File: config.mk
export PLATFORM = sky130hd
export DESIGN_NAME = sleep_mode_controller
export DESIGN_NICKNAME = d
export VERILOG_FILES = /design/src/pkg/sleep_ctrl_pkg.sv /design/src/hw/sleep_mode_controller.sv
export SDC_FILE = /design/constraint.sdc
export NUM_CORES = 1
export LEC_CHECK = 0
export ABC_AREA = 1
export BUFFER_PORTS_ARGS = -buffer_cell sky130_fd_sc_hd__buf_2
export CAP_MARGIN = 10
export CORE_MARGIN = 2
export CORE_UTILIZATION = 36
export CTS_CLUSTER_DIAMETER = 30
export DETAILED_ROUTE_END_ITERATION = 8
export GPL_TIMING_DRIVEN = 0
export PLACE_DENSITY_LB_ADDON = 0.15
export SYNTH_ARGS = -nofsm -noshare
export SYNTH_HDL_FRONTEND = slang
export SYNTH_SLANG_ARGS = --single-unit
File: constraint.sdc
create_clock -name pclk -period 4.43 [get_ports pclk]
set_clock_uncertainty 0.2 [all_clocks]
set_input_delay 0.886 -clock pclk [delete_from_list [all_inputs] [get_ports pclk]]
set_output_delay 0.886 -clock pclk [all_outputs]
set_load 0.1 [all_outputs]
File: src/pkg/sleep_ctrl_pkg.sv
package sleep_ctrl_pkg;
  // register byte addresses on the APB bus
  localparam logic [7:0] mcu_control_addr = 8'h00;
  localparam logic [7:0] sleep_status_addr = 8'h04;
  localparam logic [7:0] mcu_control_reset = 8'h00;
  // mcu_control field positions
  localparam int sleep_enable_bit = 5;
  localparam int sleep_kind_lo = 2;
  localparam int sleep_kind_hi = 4;
  // sleep_status field positions
  localparam int stat_state_lo = 0;
  localparam int stat_mode_lo = 2;
  localparam int stat_cause_bit = 5;
  // sleep_kind_field codes
  localparam logic [2:0] kind_idle = 3'h0;
  localparam logic [2:0] kind_adc_nr = 3'h1;
  localparam logic [2:0] kind_power_down = 3'h2;
  localparam logic [2:0] kind_power_save = 3'h3;
  localparam logic [2:0] kind_reserved_a = 3'h4;
  localparam logic [2:0] kind_reserved_b = 3'h5;
  localparam logic [2:0] kind_standby = 3'h6;
  localparam logic [2:0] kind_ext_standby = 3'h7;
  // wake timing in core clock cycles
  localparam int wake_extra_cycles = 4;
  localparam int standby_wake_cycles = 6;
  localparam int wake_count_width = 17;
  localparam int startup_width = 16;
  typedef enum logic [1:0] {
    st_run = 2'b00,
    st_sleep = 2'b01,
    st_wake = 2'b10
  } sleep_state_t;
endpackage

File: src/hw/sleep_mode_controller.sv
// The APB register port and the placing of the registers were left to the implementer.
`timescale 1ns/100ps
module sleep_mode_controller (
  input wire logic pclk,
  input wire logic presetn,
  input wire logic psel,
  input wire logic penable,
  input wire logic pwrite,
  input wire logic [7:0] paddr,
  input wire logic [31:0] pwdata,
  output logic [31:0] prdata,
  output logic pready,
  output logic pslverr,
  input wire logic sleep_exec,
  input wire logic crystal_clock_selected,
  input wire logic [sleep_ctrl_pkg::startup_width-1:0] startup_cycles,
  input wire logic adc_enabled,
  input wire logic timer0_external_crystal_clocking,
  input wire logic global_irq_enable,
  input wire logic timer0_ovf_irq_enable,
  input wire logic timer0_cmp_irq_enable,
  input wire logic timer0_ovf_event,
  input wire logic timer0_cmp_event,
  input wire logic adc_done_irq,
  input wire logic twi_addr_match_irq,
  input wire logic spm_ee_ready_irq,
  input wire logic other_io_irq,
  input wire logic [3:0] ext_irq_low_group,
  input wire logic [3:0] ext_irq_high_group,
  input wire logic ext_irq_high_level_mode,
  input wire logic reset_source,
  output logic core_hold,
  output logic core_clock_en,
  output logic program_memory_clock_en,
  output logic io_clock_en,
  output logic converter_clock_en,
  output logic async_clock_en,
  output logic main_osc_en,
  output logic timer_osc_en,
  output logic adc_auto_start,
  output logic irq_resume,
  output logic reset_vector_req
);
  import sleep_ctrl_pkg::*;

  logic [7:0] mcu_control;
  sleep_state_t state;
  logic [2:0] active_kind;
  logic wake_by_reset;
  logic [wake_count_width-1:0] wake_count;
  logic [3:0] low_meta, low_sync, high_meta, high_sync;
  logic rst_meta, rst_sync;
  logic sleep_enable;
  logic [2:0] sleep_kind_field;
  logic kind_ok, enter_sleep;
  logic timer0_wake, ext_wake, irq_wake;
  logic [wake_count_width-1:0] next_wake_count;
  logic wr_en, rd_en;

  assign sleep_enable = mcu_control[sleep_enable_bit];
  assign sleep_kind_field = mcu_control[sleep_kind_hi:sleep_kind_lo];

  // pins from outside the clock domain pass two flops first
  always_ff @(posedge pclk or negedge presetn) begin
    if (!presetn) begin
      low_meta <= 4'h0;
      low_sync <= 4'h0;
      high_meta <= 4'h0;
      high_sync <= 4'h0;
      rst_meta <= 1'b0;
      rst_sync <= 1'b0;
    end else begin
      low_meta <= ext_irq_low_group;
      low_sync <= low_meta;
      high_meta <= ext_irq_high_group;
      high_sync <= high_meta;
      rst_meta <= reset_source;
      rst_sync <= rst_meta;
    end
  end

  // apb slave: zero wait states, unmapped addresses answer with an error
  assign pready = 1'b1;
  assign wr_en = psel && penable && pwrite;
  assign rd_en = psel && penable && !pwrite;

  always_ff @(posedge pclk or negedge presetn) begin
    if (!presetn) begin
      mcu_control <= mcu_control_reset;
    end else if (wr_en && paddr == mcu_control_addr) begin
      mcu_control <= pwdata[7:0];
    end
  end

  always_ff @(posedge pclk or negedge presetn) begin
    if (!presetn) begin
      prdata <= 32'h0;
      pslverr <= 1'b0;
    end else if (psel && !penable) begin
      pslverr <= paddr != mcu_control_addr && paddr != sleep_status_addr;
      prdata <= 32'h0;
      if (!pwrite && paddr == mcu_control_addr) begin
        prdata <= {24'h0, mcu_control};
      end else if (!pwrite && paddr == sleep_status_addr) begin
        prdata <= {26'h0, wake_by_reset, active_kind, state};
      end
    end
  end

  // standby codes need a crystal; reserved codes never sleep
  always_comb begin
    unique case (sleep_kind_field)
      kind_idle, kind_adc_nr, kind_power_down, kind_power_save:
        kind_ok = 1'b1;
      kind_standby, kind_ext_standby:
        kind_ok = crystal_clock_selected;
      default:
        kind_ok = 1'b0;
    endcase
  end

  assign enter_sleep = (state == st_run) && sleep_exec && sleep_enable
    && kind_ok;

  assign timer0_wake = global_irq_enable
    && ((timer0_ovf_event && timer0_ovf_irq_enable)
    || (timer0_cmp_event && timer0_cmp_irq_enable));
  // high group wakes the deep modes only in level mode
  assign ext_wake = |low_sync || (ext_irq_high_level_mode && |high_sync);

  always_comb begin
    unique case (active_kind)
      kind_idle:
        irq_wake = |low_sync || |high_sync || twi_addr_match_irq
          || timer0_wake || spm_ee_ready_irq || adc_done_irq
          || other_io_irq;
      kind_adc_nr:
        irq_wake = adc_done_irq || ext_wake || twi_addr_match_irq
          || timer0_wake || spm_ee_ready_irq;
      kind_power_save, kind_ext_standby:
        irq_wake = ext_wake || twi_addr_match_irq
          || (timer0_external_crystal_clocking && timer0_wake);
      default:
        irq_wake = ext_wake || twi_addr_match_irq;
    endcase
  end

  // wake delay: oscillator restart time plus the fixed core hold
  always_comb begin
    unique case (active_kind)
      kind_idle, kind_adc_nr:
        next_wake_count = wake_count_width'(wake_extra_cycles);
      kind_standby, kind_ext_standby:
        next_wake_count = wake_count_width'(standby_wake_cycles
          + wake_extra_cycles);
      default:
        next_wake_count = wake_count_width'({1'b0, startup_cycles})
          + wake_count_width'(wake_extra_cycles);
    endcase
  end

  // only the clock gating changes; storage is never cleared here
  always_ff @(posedge pclk or negedge presetn) begin
    if (!presetn) begin
      state <= st_run;
      active_kind <= kind_idle;
      wake_by_reset <= 1'b0;
      wake_count <= '0;
    end else begin
      unique case (state)
        st_run: begin
          if (enter_sleep) begin
            state <= st_sleep;
            active_kind <= sleep_kind_field;
          end
        end
        st_sleep: begin
          if (rst_sync) begin
            state <= st_wake;
            wake_by_reset <= 1'b1;
            wake_count <= next_wake_count;
          end else if (irq_wake) begin
            state <= st_wake;
            wake_by_reset <= 1'b0;
            wake_count <= next_wake_count;
          end
        end
        st_wake: begin
          if (rst_sync) begin
            wake_by_reset <= 1'b1;
          end
          if (wake_count <= wake_count_width'(1)) begin
            state <= st_run;
            wake_count <= '0;
          end else begin
            wake_count <= wake_count - wake_count_width'(1);
          end
        end
        default: state <= st_run;
      endcase
    end
  end

  // one-cycle pulses at entry and at the end of the wake delay
  always_ff @(posedge pclk or negedge presetn) begin
    if (!presetn) begin
      adc_auto_start <= 1'b0;
      irq_resume <= 1'b0;
      reset_vector_req <= 1'b0;
    end else begin
      adc_auto_start <= enter_sleep && adc_enabled
        && (sleep_kind_field == kind_idle
        || sleep_kind_field == kind_adc_nr);
      irq_resume <= state == st_wake && wake_count <= wake_count_width'(1)
        && !wake_by_reset && !rst_sync;
      reset_vector_req <= state == st_wake
        && wake_count <= wake_count_width'(1)
        && (wake_by_reset || rst_sync);
    end
  end

  // registered gates so the clock tree sees no combinational glitches
  always_ff @(posedge pclk or negedge presetn) begin
    if (!presetn) begin
      core_clock_en <= 1'b1;
      program_memory_clock_en <= 1'b1;
      io_clock_en <= 1'b1;
      converter_clock_en <= 1'b1;
      async_clock_en <= 1'b1;
      main_osc_en <= 1'b1;
      timer_osc_en <= 1'b0;
    end else if (enter_sleep) begin
      core_clock_en <= 1'b0;
      program_memory_clock_en <= 1'b0;
      io_clock_en <= sleep_kind_field == kind_idle;
      converter_clock_en <= sleep_kind_field == kind_idle
        || sleep_kind_field == kind_adc_nr;
      async_clock_en <= sleep_kind_field == kind_idle
        || sleep_kind_field == kind_adc_nr
        || (timer0_external_crystal_clocking
        && (sleep_kind_field == kind_power_save
        || sleep_kind_field == kind_ext_standby));
      main_osc_en <= sleep_kind_field == kind_idle
        || sleep_kind_field == kind_adc_nr
        || sleep_kind_field == kind_standby
        || sleep_kind_field == kind_ext_standby;
      timer_osc_en <= timer0_external_crystal_clocking
        && sleep_kind_field != kind_power_down
        && sleep_kind_field != kind_standby;
    end else if (state == st_sleep && (rst_sync || irq_wake)) begin
      io_clock_en <= 1'b1;
      converter_clock_en <= 1'b1;
      async_clock_en <= 1'b1;
      main_osc_en <= 1'b1;
      timer_osc_en <= timer0_external_crystal_clocking;
    end else if (state == st_wake && wake_count <= wake_count_width'(1)) begin
      core_clock_en <= 1'b1;
      program_memory_clock_en <= 1'b1;
    end else if (state == st_run) begin
      timer_osc_en <= timer0_external_crystal_clocking;
    end
  end

  assign core_hold = state != st_run;
endmodule

==> results of run 1 <==
worst paths after layout:
check,start,end,slack (ns)
min in group asynchronous,presetn,wake_count[7]$_DFFE_PN0P_,0.42
worst max-delay path,program_memory_clock_en$_DFFE_PN1P_,program_memory_clock_en,1.96
max in group asynchronous,presetn,prdata[6]$_DFFE_PN0P_,3.03
worst max register to register,active_kind[1]$_DFFE_PN0P_,wake_count[13]$_DFFE_PN0P_,2.31
worst min-delay path,low_meta[1]$_DFF_PN0_,low_sync[1]$_DFF_PN0_,0.15
worst min register to register,low_meta[1]$_DFF_PN0_,low_sync[1]$_DFF_PN0_,0.15
kinds of logic after synthesis:
| group | Yosys count | share of synthesized area, % |
|---|---|---|
| AND/OR/NAND/NOR | 311 | 36.8 |
| buffers and inverters | 80 | 10.6 |
| flip-flops | 67 | 41.8 |
| AO/OA/AOI/OAI | 43 | 6.25 |
| adder cells (fa/ha/maj) | 9 | 2.80 |
| XOR/XNOR | 7 | 1.52 |
| other | 2 | 0.187 |
critical path, stage by stage (launching register included):
cell and delay [ns]:
dfstp_2 0.55, buf_4 0.10, buf_2 0.41
flip-flops by register name, indices dropped and copies added (netlist names), 2 cells and up:
register     count
high_meta        4
active_kind      3
low_meta         4
state            2
mcu_control      8
prdata           8
low_sync         4
high_sync        4
wake_count      17
Yosys cell counts:
cell type and number:
conb_1 2, nor2_1 44, ha_1 9, or2_2 1, dfstp_2 5, nand2_4 2, nand2_1 157, buf_2 3
nor3_2 4, dfrtp_1 62, clkbuf_1 1, a21oi_1 5, nand4_1 9, o31ai_1 1, buf_6 3, xnor2_1 4
a21oi_4 1, o21a_1 2, xor2_1 3, o21ai_0 14, o211ai_1 1, inv_2 9, nand3_2 5, nand3b_1 4
a21oi_2 4, inv_1 37, o21ai_1 15, nand2_2 3, nand2_8 2, buf_4 27, nand3_1 56, nor2_2 13
nor2_4 5, nand4_4 1, nor3_1 5
area by class of cell:
type                            instances  area [um^2]  area share (%)
Buffer                                 34          255            5.20
Tap cell                              140          175            3.57
Timing Repair Buffer                   79          398            8.11
Multi-Input combinational cell        395         2000            40.8
Clock inverter                          7         98.8            2.01
Inverter                               46          173            3.52
Sequential cell                        67         1680            34.3
Clock buffer                            9          124            2.52
through the flow:
step           setup WS, ns  power [mW]  utilization (%)  cells
2_1_floorplan          2.12       0.783                -    542
3_3_place_gp           1.93       0.833             43.0    761
3_5_place_dp           1.98       0.834             43.0    761
4_1_cts                1.94        1.42             45.1    777
5_1_grt                1.90        1.47             45.1    777
6_report               1.96        1.40             45.1    777
metal layers:
| metal | GRT usage (%) | up-vias | part of all wire (%) |
|---|---|---|---|
| met1 | 23.2 | 1642 | 47 |
| met4 | 5.52 | 0 | 1.5 |
| met3 | 3.73 | 10 | 5.3 |
| met5 | 0 | - | 0 |
| li1 | - | 1842 | - |
| met2 | 25.7 | 106 | 47 |
report_power, final:
group / switching, mW / total, mW / leakage, nW / internal (mW)
logic: 0.150 / 0.195 / 1.64 / 0.0453
clock network: 0.262 / 0.583 / 0.110 / 0.321
registers: 0.00439 / 0.626 / 0.755 / 0.622
==> impl.org, run 1 <==
** Status
- Outcome :: completed

** Layout
- Fill cells in the final layout number 1068.
- Once layout is done, the placed cells without fillers occupy 4910 um^2.
- The library cell used most frequently in the layout, excluding fill and tap cells, is nand2_1.
- The library cells used most frequently in the layout, excluding fill and tap cells, are nand2_1 (157), buf_2 (81), dfrtp_1 (62).
- Number of inserted diodes :: 0
- Of the cells placed in the final design, the portion with a size suffix greater than 1 is 28.7%.
- Post-synthesis to final-layout area growth :: 21.9%
- After the last flow step, the layout net total stands at 725.

** Yosys
- After synthesis, the largest area contributor takes up 38.5% of total cell area.
- Cell count after synthesis :: 519
- Cell type contributing the most total cell area after synthesis :: dfrtp_1
- The synthesized netlist occupies a cell area of 4030 um^2.
- Number of distinct library cells after synthesis :: 35
- Yosys printed 0 warnings.
- After synthesis the netlist holds a flip-flop and latch count of 67.
- Top area cells in the synthesized netlist :: dfrtp_1 (39%), nand2_1 (15%), nand3_1 (7.0%)
- In this run the mean area of a mapped cell was 7.76 um^2.
- Portion of the post-synthesis area used by sequential elements :: 41.8%

** Floorplan
- Ports :: 129
- In this run the core area contains 38 standard-cell rows.
- Starting utilization of the core area :: 37.0%
- Core region area :: 10900 um^2
- The die covers 12000 um^2.
- In this run the vertical extent of the chip is 110 um.
- Floorplan die width :: 110 um

** STA
- # setup viols final :: 0
- The number of max-slew violations in the final report was 0.
- For the pin with the worst max-slew slack, the measured transition is 0.847 ns.
- Number of endpoints with negative hold slack in the final report :: 0
- Dividing the final minimum period by the clock period gives 55.7%.
- Final hold slack :: 0.147 ns
- Slew Limit Headroom :: 43.5%
- Setup repair after global routing left no endpoint under its margin.
- Adding up every negative setup slack in the final design gives 0 ns.
- Derived from the worst setup path, the maximum achievable clock frequency is 405 MHz.
- Period minus WS final :: 2.47 ns

** Power and ir drop
- Summed over all cells, the static leakage comes to 2.50 nW.
- Across the VDD grid, the largest voltage drop is 0.000238 V.
- Dividing total power by cell area gives a power density of 286 nW/um^2.

** CTS
- CTS buffer count :: 9
- Post-CTS Resized :: 0
- CTS placed an instance of clkbuf_8 at the clock tree root.
- Clock slew seen by the registers of the worst setup and hold paths :: 0.09 ns
- The tree built by TritonCTS fans out to 67 sinks.
- Buffer depth of the longest clock path :: 2
- After clock tree synthesis, the setup repair step added 0 buffers.
- In this run the number of H-tree levels came out at 3.
- The later pin in the worst-skew pair is clocked with a latency of 0.35 ns.
- TritonCTS built the clock tree.
- Hold buffers post-CTS :: 0

** Critical path
- Kind of end point of the critical path :: output pin
- The worst setup path is of the reg -> out kind.
- Data arrives at the worst endpoint at 1.38 ns.
- Largest driver fanout on the critical path :: 3
- For the worst flop-to-flop path, the logic depth is 9.
- Critical Path RT :: 3.34 ns
- The worst setup path is launched from a flip-flop.

** Global route
- Entering global routing, the biggest net connects 68 pins.
- First-pass GRT wire length :: 15600 um
- Grt ovf :: 0
- The number of antenna violations at the first check in global routing was 0.
- Global-route usage over all layers :: 16.7%
- The via count of the first global-routing pass is 3170.

** Place
- Total half-perimeter wirelength after legalization and detailed placement :: 7200 um
- Routability congestion estimate :: 0.905
- Placed instance area :: 4690 um^2
- Port bufs :: 79

** Route
- Once detail routing completed, the nets flagged for antenna violations numbered 0.
- Summing over every cut layer, the via total after detailed routing is 3600.
- In the final routed layout, each cell accounts on average for 12.1 um.
- In this run, the number of DRC markers left after iteration 0 of detailed routing was 155.
- Avg Vias per Cell :: 4.63
- Total detailed-routing wirelength :: 9390 um
- Before antenna repair, the detailed router went through 4 iterations.
- In the routed design, unresolved DRC markers number 0.

** Run
- Across the run, the number of max-cap violations was 0.

** Hold path
- In this run the worst hold path is classified as reg -> reg.
- Hold Path Depth :: 0
Power figures use the tool's default switching activity.
==> inputs of run 2 (changes only) <==
==> constraint.sdc (replaced) <==
create_clock -name pclk -period 2.22 [get_ports pclk]
set_clock_uncertainty 0.2 [all_clocks]
set_input_delay 0.444 -clock pclk [delete_from_list [all_inputs] [get_ports pclk]]
set_output_delay 0.444 -clock pclk [all_outputs]
set_load 0.1 [all_outputs]
==> impl.org, run 2 (same netlist as run 1, synthesis figures left out) <==
** Critical path
- Library cell appearing most often on the critical path :: nand2_1
- The required time at the worst-slack endpoint was 2.30 ns (was 3.34 ns).
- The endpoint kind of the worst setup timing path is a flip-flop (was output pin).
- Critical Path, Cell by Cell :: inv_2 > ha_1 > inv_1 > nor2_4 > buf_2 > nand3_1 > nand2_1 > nand2_1 > nand2_1 (was buf_4 > buf_2)
- CP delay by family, top :: simple AND/OR/NAND/NOR gates (was flip-flops)
- The largest stage delay on the critical path was 0.43 ns (was 0.55 ns).
- Largest driver fanout on the critical path :: 10 (was 3)
- Setup crit start kind :: flip-flop (unchanged)
- The library cell contributing the largest single delay on the critical path is dfrtp_1 (was dfstp_2).
- The data arrival time of the critical path was 2.11 ns (was 1.38 ns).
- The count of buffer and inverter cells on the critical path came to 3 (was 2).
- Critical path class :: reg -> reg (was reg -> out)

** STA
- Period minus WS final :: 2.03 ns
- The final number of setup-violating endpoints was 0 (unchanged).
- Timing would allow up to 493 MHz.
- Setup repair after global routing missed its margin :: no (unchanged)
- The minimum hold slack is -0.0145 ns (was 0.147 ns).
- Number of max-slew violations in the final report :: 0 (unchanged)
- The slew of the pin with the lowest slew margin came to 0.845 ns (was 0.847 ns).
- The final critical path takes up 91.4% of the cycle.
- Setup TNS Final :: 0 ns (unchanged)
- The final count of hold timing violations is 7 (was 0).
- The worst slew slack as a fraction of its limit was 43.6% (was 43.5%).

** CTS
- The insertion delay of the later-clocked pin in the worst-skew pair is 0.35 ns (about the same).
- H-tree lvl count :: 3 (unchanged)
- TritonCTS sink count :: 67 (unchanged)
- The master cell of the clock root buffer is clkbuf_8 (unchanged).
- The clock slew at the register clock pins of the worst setup and hold paths came to 0.09 ns (about the same).
- CTS buffer count :: 9 (unchanged)
- The clock tree buffer depth was 2 (unchanged).
- The TritonCTS clock tree is yes (unchanged).

** Global route
- The global-route usage over all layers is 16.9% (was 16.7%).
- The via count of the first global-routing pass came to 3211 (was 3170).
- The total congestion overflow is 0 (unchanged).
- The wire length of the first global-routing pass was 15700 um (was 15600 um).
- Antenna violations before repair :: 0 (unchanged)
- The largest net degree at the start of global routing is 68 (unchanged).

** Route
- The number of DRC violations after detailed-routing iteration 0 is 163 (was 155).
- The average vias per placed instance is 4.61 (was 4.63).
- The antenna violation net count after detailed routing was 0 (unchanged).
- Detail Route met3 WL :: 439 um (was 500 um)
- Total detailed-routing wirelength :: 9480 um (was 9390 um)
- The detailed-router iteration count before antenna repair was 4 (unchanged).
- Routed wl met2 :: 4460 um (was 4380 um)
- Met1 wire length :: 4430 um (was 4370 um)
- The routed wire length per instance is 12.1 um (about the same).
- The highest metal layer with signal wires is met4 (unchanged).
- Via total after detailed routing :: 3622 (was 3600)
- The DRC violation count after routing is 0 (unchanged).

** Power and ir drop
- Leakage power of the design :: 2.54 nW (was 2.50 nW)
- The worst ir drop on vdd is 0.000485 V (was 0.000238 V).
- The cell area power density came to 561 nW/um^2 (was 286 nW/um^2).
- Sum of internal, switching and leakage power :: 2.81 mW (was 1.40 mW)

** Layout
- The number of flip-flops under the largest register name is 17 (unchanged).
- Flip-flop and latch area :: 1680 um^2 (about the same)
- The total of fill cells in the finished design came to 1053 (was 1068).
- Top library cells by usage in the layout, fill and taps aside: nand2_1 (157), buf_2 (81), dfrtp_1 (61) (was nand2_1 (157), buf_2 (81), dfrtp_1 (62)).
- Final Util :: 46.0% (was 45.1%)
- Largest registers: wake_count: 17 flops, mcu_control: 8 flops, prdata: 8 flops (unchanged).
- Design Area, Final :: 5000 um^2 (was 4910 um^2)
- The net total in the final layout was 734 (was 725).
- The proportion of layout cells with a drive suffix above 1 is 28.5% (was 28.7%).
- The synthesis-to-layout area growth was 24.3% (was 21.9%).
- The register bank with the most flops is wake_count (unchanged).
- Number of inserted diodes :: 0 (unchanged)
- Commonest non-fill, non-tap cell in the layout :: nand2_1 (unchanged)
- Combined area of the multi-input logic cells :: 2010 um^2 (was 2000 um^2)
- The number of standard cells in the final layout excluding fillers was 786 (was 777).

** Status
- Outcome: finished, violations left (was completed).
- Violations in the final reports :: hold timing

** Floorplan
- Area enclosed by the die boundary :: 12000 um^2 (unchanged)
- Core region area :: 10900 um^2 (unchanged)
- The initial standard-cell utilization of the core was 37.0% (unchanged).
- Floorplan die width :: 110 um (unchanged)
- Chip Height :: 110 um (unchanged)
- Ports :: 129 (unchanged)
- Number of core rows :: 38 (unchanged)

** Place
- Placed instance area :: 4690 um^2 (unchanged)
- Total half-perimeter wirelength after legalization and detailed placement :: 7200 um (unchanged)
- Placed cells :: 761 (unchanged)
- Port bufs :: 79 (unchanged)
- The placer congestion estimate is 0.905 (unchanged).

** Hold path
- Type of the most critical hold path :: in -> async (was reg -> reg)

** Run
- The count of max-cap constraint violations came to 0 (unchanged).
run 2: cell types whose count changed in the layout (fill, tap and decap cells not counted), sizes merged:
cell / change
dlygate4sd3: +9
run 2: cell type report:
class                   instances  area share, %
repair buffers                 88           9.75
clock buffers                   9           2.48
multi-input cells             395           40.1
plain buffers                  34           5.10
clock inverters                 7           1.98
well taps                     140           3.50
flip-flops and latches         67           33.7
inverters                      46           3.45
run 2: metrics by stage:
step	setup slack [ns]	hold slack, ns
after global placement	0.119	0.134
after detailed placement	0.117	0.135
after global routing	0.0227	0.0482
final	0.192	-0.0145
after CTS	0.0927	0.0262
after floorplan	0.350	-0.0516
run 2: worst paths after layout:
check / startpoint / endpoint / slack [ns] / depth (start not counted)
hold / removal: presetn / wake_count[7]$_DFFE_PN0P_ / -0.01 / 1
setup / recovery: active_kind[1]$_DFFE_PN0P_ / wake_count[13]$_DFFE_PN0P_ / 0.19 / 9
hold reg to reg: low_meta[1]$_DFF_PN0_ / low_sync[1]$_DFF_PN0_ / 0.15 / 0
max in group asynchronous: presetn / mcu_control[3]$_DFFE_PN0P_ / 1.21 / 1
min in group pclk: adc_enabled / adc_auto_start$_DFF_PN0_ / 0.12 / 3
setup reg to reg: active_kind[1]$_DFFE_PN0P_ / wake_count[13]$_DFFE_PN0P_ / 0.19 / 9
run 2: metal layers:
layer / up-vias / track usage (%)
li1: 1859 / -
met1: 1658 / 23.3
met2: 95 / 26.3
met3: 10 / 3.73
met4: 0 / 5.52
met5: - / 0
run 2: repair_timing:
item / CTS / global route
buffers inserted: 0 / 0
hold buffers: 9 / 0
resized for setup: 0 / 2
endpoints found under the hold margin: 9 / 0
setup endpoints to repair: 0 / 5
run 2: report_power, final:
group / internal, mW / switching [mW]
registers: 1.24 / 0.00882
logic: 0.101 / 0.300
clock network: 0.640 / 0.518
total: 1.98 / 0.828
==> inputs of run 3 (changes only) <==
--- a/config.mk
+++ b/config.mk
@@ -12,7 +12,6 @@
 export CORE_UTILIZATION = 36
 export CTS_CLUSTER_DIAMETER = 30
 export DETAILED_ROUTE_END_ITERATION = 8
-export GPL_TIMING_DRIVEN = 0
 export PLACE_DENSITY_LB_ADDON = 0.15
 export SYNTH_ARGS = -nofsm -noshare
 export SYNTH_HDL_FRONTEND = slang
==> constraint.sdc (replaced) <==
create_clock -name pclk -period 2.1 [get_ports pclk]
set_clock_uncertainty 0.2 [all_clocks]
set_input_delay 0.42 -clock pclk [delete_from_list [all_inputs] [get_ports pclk]]
set_output_delay 0.42 -clock pclk [all_outputs]
set_load 0.1 [all_outputs]
==> impl.org, run 3 (same netlist as run 1, synthesis figures left out) <==
** Global route
- The number of antenna violations at the first check in global routing was 0 (unchanged).
- Via count of the first global-routing pass :: 3403 (was 3211)
- Grt ovf :: 0 (unchanged)
- The largest net degree at the start of global routing came to 68 (unchanged).
- Global-route usage over all layers :: 17.1% (was 16.9%)
- The wire length of the first global-routing pass is 16000 um (was 15700 um).

** Place
- Total half-perimeter wirelength after legalization and detailed placement :: 7040 um (was 7200 um)
- Port bufs :: 79 (unchanged)
- The pre-CTS setup slack is 0.199 ns (was 0.117 ns).
- The standard cell area after detailed placement came to 4500 um^2 (was 4690 um^2).
- Routability congestion estimate :: 0.867 (was 0.905)
- Placed cells :: 735 (was 761)

** Route
- The average vias per placed instance came to 4.67 (was 4.61).
- Antenna Violating Nets Remaining :: 0 (unchanged)
- The post-detailed-routing wire length is 9480 um (about the same).
- The DRC violation count after routing came to 0 (unchanged).
- The detailed-router iteration count before antenna repair is 4 (unchanged).
- Via total after detailed routing :: 3557 (was 3622)
- First-iteration detailed-routing DRC count :: 162 (was 163)
- The routed wire length per instance was 12.5 um (was 12.1 um).

** Critical path
- Reg-to-reg critical path startpoint :: mcu_control[4]$_DFFE_PN0P_ (was active_kind[1]$_DFFE_PN0P_)
- The endpoint kind of the worst setup timing path is an output pin (was flip-flop).
- The cell family with the largest share of critical-path delay is buffers and inverters (was simple AND/OR/NAND/NOR gates).
- The largest stage delay on the critical path came to 0.44 ns (was 0.43 ns).
- Critical path class :: reg -> out (was reg -> reg)
- The data arrival time of the critical path was 1.39 ns (was 2.11 ns).
- The count of buffer and inverter cells on the critical path was 2 (was 3).
- The required time at the worst-slack endpoint was 1.48 ns (was 2.30 ns).
- Critical Path, Cell by Cell :: inv_2 > nand2_1 > buf_2 (was inv_2 > ha_1 > inv_1 > nor2_4 > buf_2 > nand3_1 > nand2_1 > nand2_1 > nand2_1)
- Largest driver fanout on the critical path :: 4 (was 10)
- The start point of the critical path is state[1]$_DFFE_PN0P_ (was active_kind[1]$_DFFE_PN0P_).
- Setup crit start kind :: flip-flop (unchanged)
- The library cell contributing the largest single delay on the critical path was dfrtp_1 (unchanged).

** CTS
- The TritonCTS clock tree is yes (unchanged).
- Setup repair bufs after CTS :: 0 (unchanged)
- Master cell of the clock root buffer :: clkbuf_8 (unchanged)
- H-tree lvl count :: 3 (unchanged)
- The CTS buffer count is 9 (unchanged).
- Post-CTS Resized :: 0 (unchanged)
- The insertion delay of the later-clocked pin in the worst-skew pair came to 0.35 ns (about the same).
- The clock slew at the register clock pins of the worst setup and hold paths is 0.08 ns (was 0.09 ns).
- Buffer depth of the longest clock path :: 2 (unchanged)
- The sink count of the clock tree came to 67 (unchanged).

** Layout
- Share of post-route cells with drive strength above 1 :: 25.4% (was 28.5%)
- Flip-flop and latch area :: 1680 um^2 (about the same)
- Number of cells in the finished layout apart from fillers :: 761 (was 786)
- Largest registers: wake_count: 17 flops, mcu_control: 8 flops, prdata: 8 flops (unchanged).
- Final Util :: 44.3% (was 46.0%)
- Final-layout fill cell count :: 1105 (was 1053)
- The most common cell after layout, fill and taps aside is nand2_1 (unchanged).
- The number of flip-flops under the largest register name came to 17 (unchanged).
- Design Area, Final :: 4830 um^2 (was 5000 um^2)
- The net total in the final layout came to 709 (was 734).
- The synthesis-to-layout area growth is 19.9% (was 24.3%).
- Number of inserted diodes :: 0 (unchanged)
- Biggest register :: wake_count (unchanged)
- The area occupied by multi-input gates was 2000 um^2 (was 2010 um^2).
- Top library cells by usage in the layout, fill and taps aside: nand2_1 (157), buf_2 (79), dfrtp_1 (62) (was nand2_1 (157), buf_2 (81), dfrtp_1 (61)).

** Floorplan
- Floorplan die width :: 110 um (unchanged)
- The area of the die is 12000 um^2 (unchanged).
- The initial standard-cell utilization of the core was 37.0% (unchanged).
- Chip Height :: 110 um (unchanged)
- Ports :: 129 (unchanged)
- Number of core rows :: 38 (unchanged)
- Core region area :: 10900 um^2 (unchanged)

** Power and ir drop
- The cell area power density came to 618 nW/um^2 (was 561 nW/um^2).
- Sum of internal, switching and leakage power :: 2.99 mW (was 2.81 mW)
- Leakage power of the design :: 2.42 nW (was 2.54 nW)
- Peak VDD IR :: 0.000418 V (was 0.000485 V)

** STA
- The final count of hold timing violations was 0 (was 7).
- The worst path in the final design needs a cycle of 2.01 ns, including I/O delays and setup.
- Setup repair after global routing missed its margin: no (unchanged).
- The final number of setup-violating endpoints was 0 (unchanged).
- The total negative slack for setup checks came to 0 ns (unchanged).
- Timing would allow up to 497 MHz.
- Number of max-slew violations in the final report :: 0 (unchanged)
- Worst-case setup margin in the final layout :: 0.0894 ns (was 0.192 ns)
- Final hold slack :: 0.0883 ns (was -0.0145 ns)
- Crit share post-route :: 95.7%

** Run
- The count of max-cap constraint violations came to 0 (unchanged).

** Hold path
- The kind of path behind the tightest hold check was in -> reg (was in -> async).
- The startpoint identified for the worst hold timing path is adc_enabled.

** Status
- Outcome: completed (was finished, violations left).
-- run 3: cell types whose count changed in the layout (fill, tap and decap cells not counted), sizes merged --
cell	before	now
buf	112	87
clkinvlp	1	0
inv	48	51
clkinv	2	0
dlygate4sd3	9	10
clkbuf	10	9
-- run 3: cell type report --
cell class	instances	area share, %
clock buffers	9	2.57
clock inverters	7	2.15
inverters	46	3.58
multi-input cells	395	41.5
flip-flops and latches	67	34.9
well taps	140	3.63
repair buffers	97	11.8
-- run 3: timing repair --
action	CTS	global route
setup endpoints to repair	0	1
hold buffers	10	0
endpoints found under the hold margin	71	0
-- run 3: path summary, 6_finish.rpt --
check / to / slack [ns] / cells after the start
worst max register to register: async_clock_en$_DFFE_PN1P_ / 0.17 / 10
min in group asynchronous: wake_count[6]$_DFFE_PN0P_ / 0.42 / 3
max in group asynchronous: main_osc_en$_DFFE_PN1P_ / 0.95 / 3
worst min-delay path: adc_auto_start$_DFF_PN0_ / 0.09 / 3
worst max-delay path: core_hold / 0.09 / 3
worst min register to register: low_sync[2]$_DFF_PN0_ / 0.14 / 0
-- run 3: power breakdown --
part	internal, mW	switching [mW]
logic	0.0806	0.316
clock network	0.690	0.578
registers	1.31	0.00893
total	2.08	0.903
-- run 3: worst reg2reg max path: cells and delay by family (launching register included) --
family / cells / cell delay [ns]
compound gates: 1 / 0.10
fa+ha+maj: 1 / 0.22
buf+inv: 3 / 0.33
simple gates: 5 / 0.55
flops: 1 / 0.47
-- run 3: layer usage --
metal	GRT usage, %	wire length (um)	vias up
met5	0	0	-
met4	4.61	140	0
met3	4.39	447	10
met2	26.6	4390	80
met1	23.5	4500	1658
li1	-	-	1809
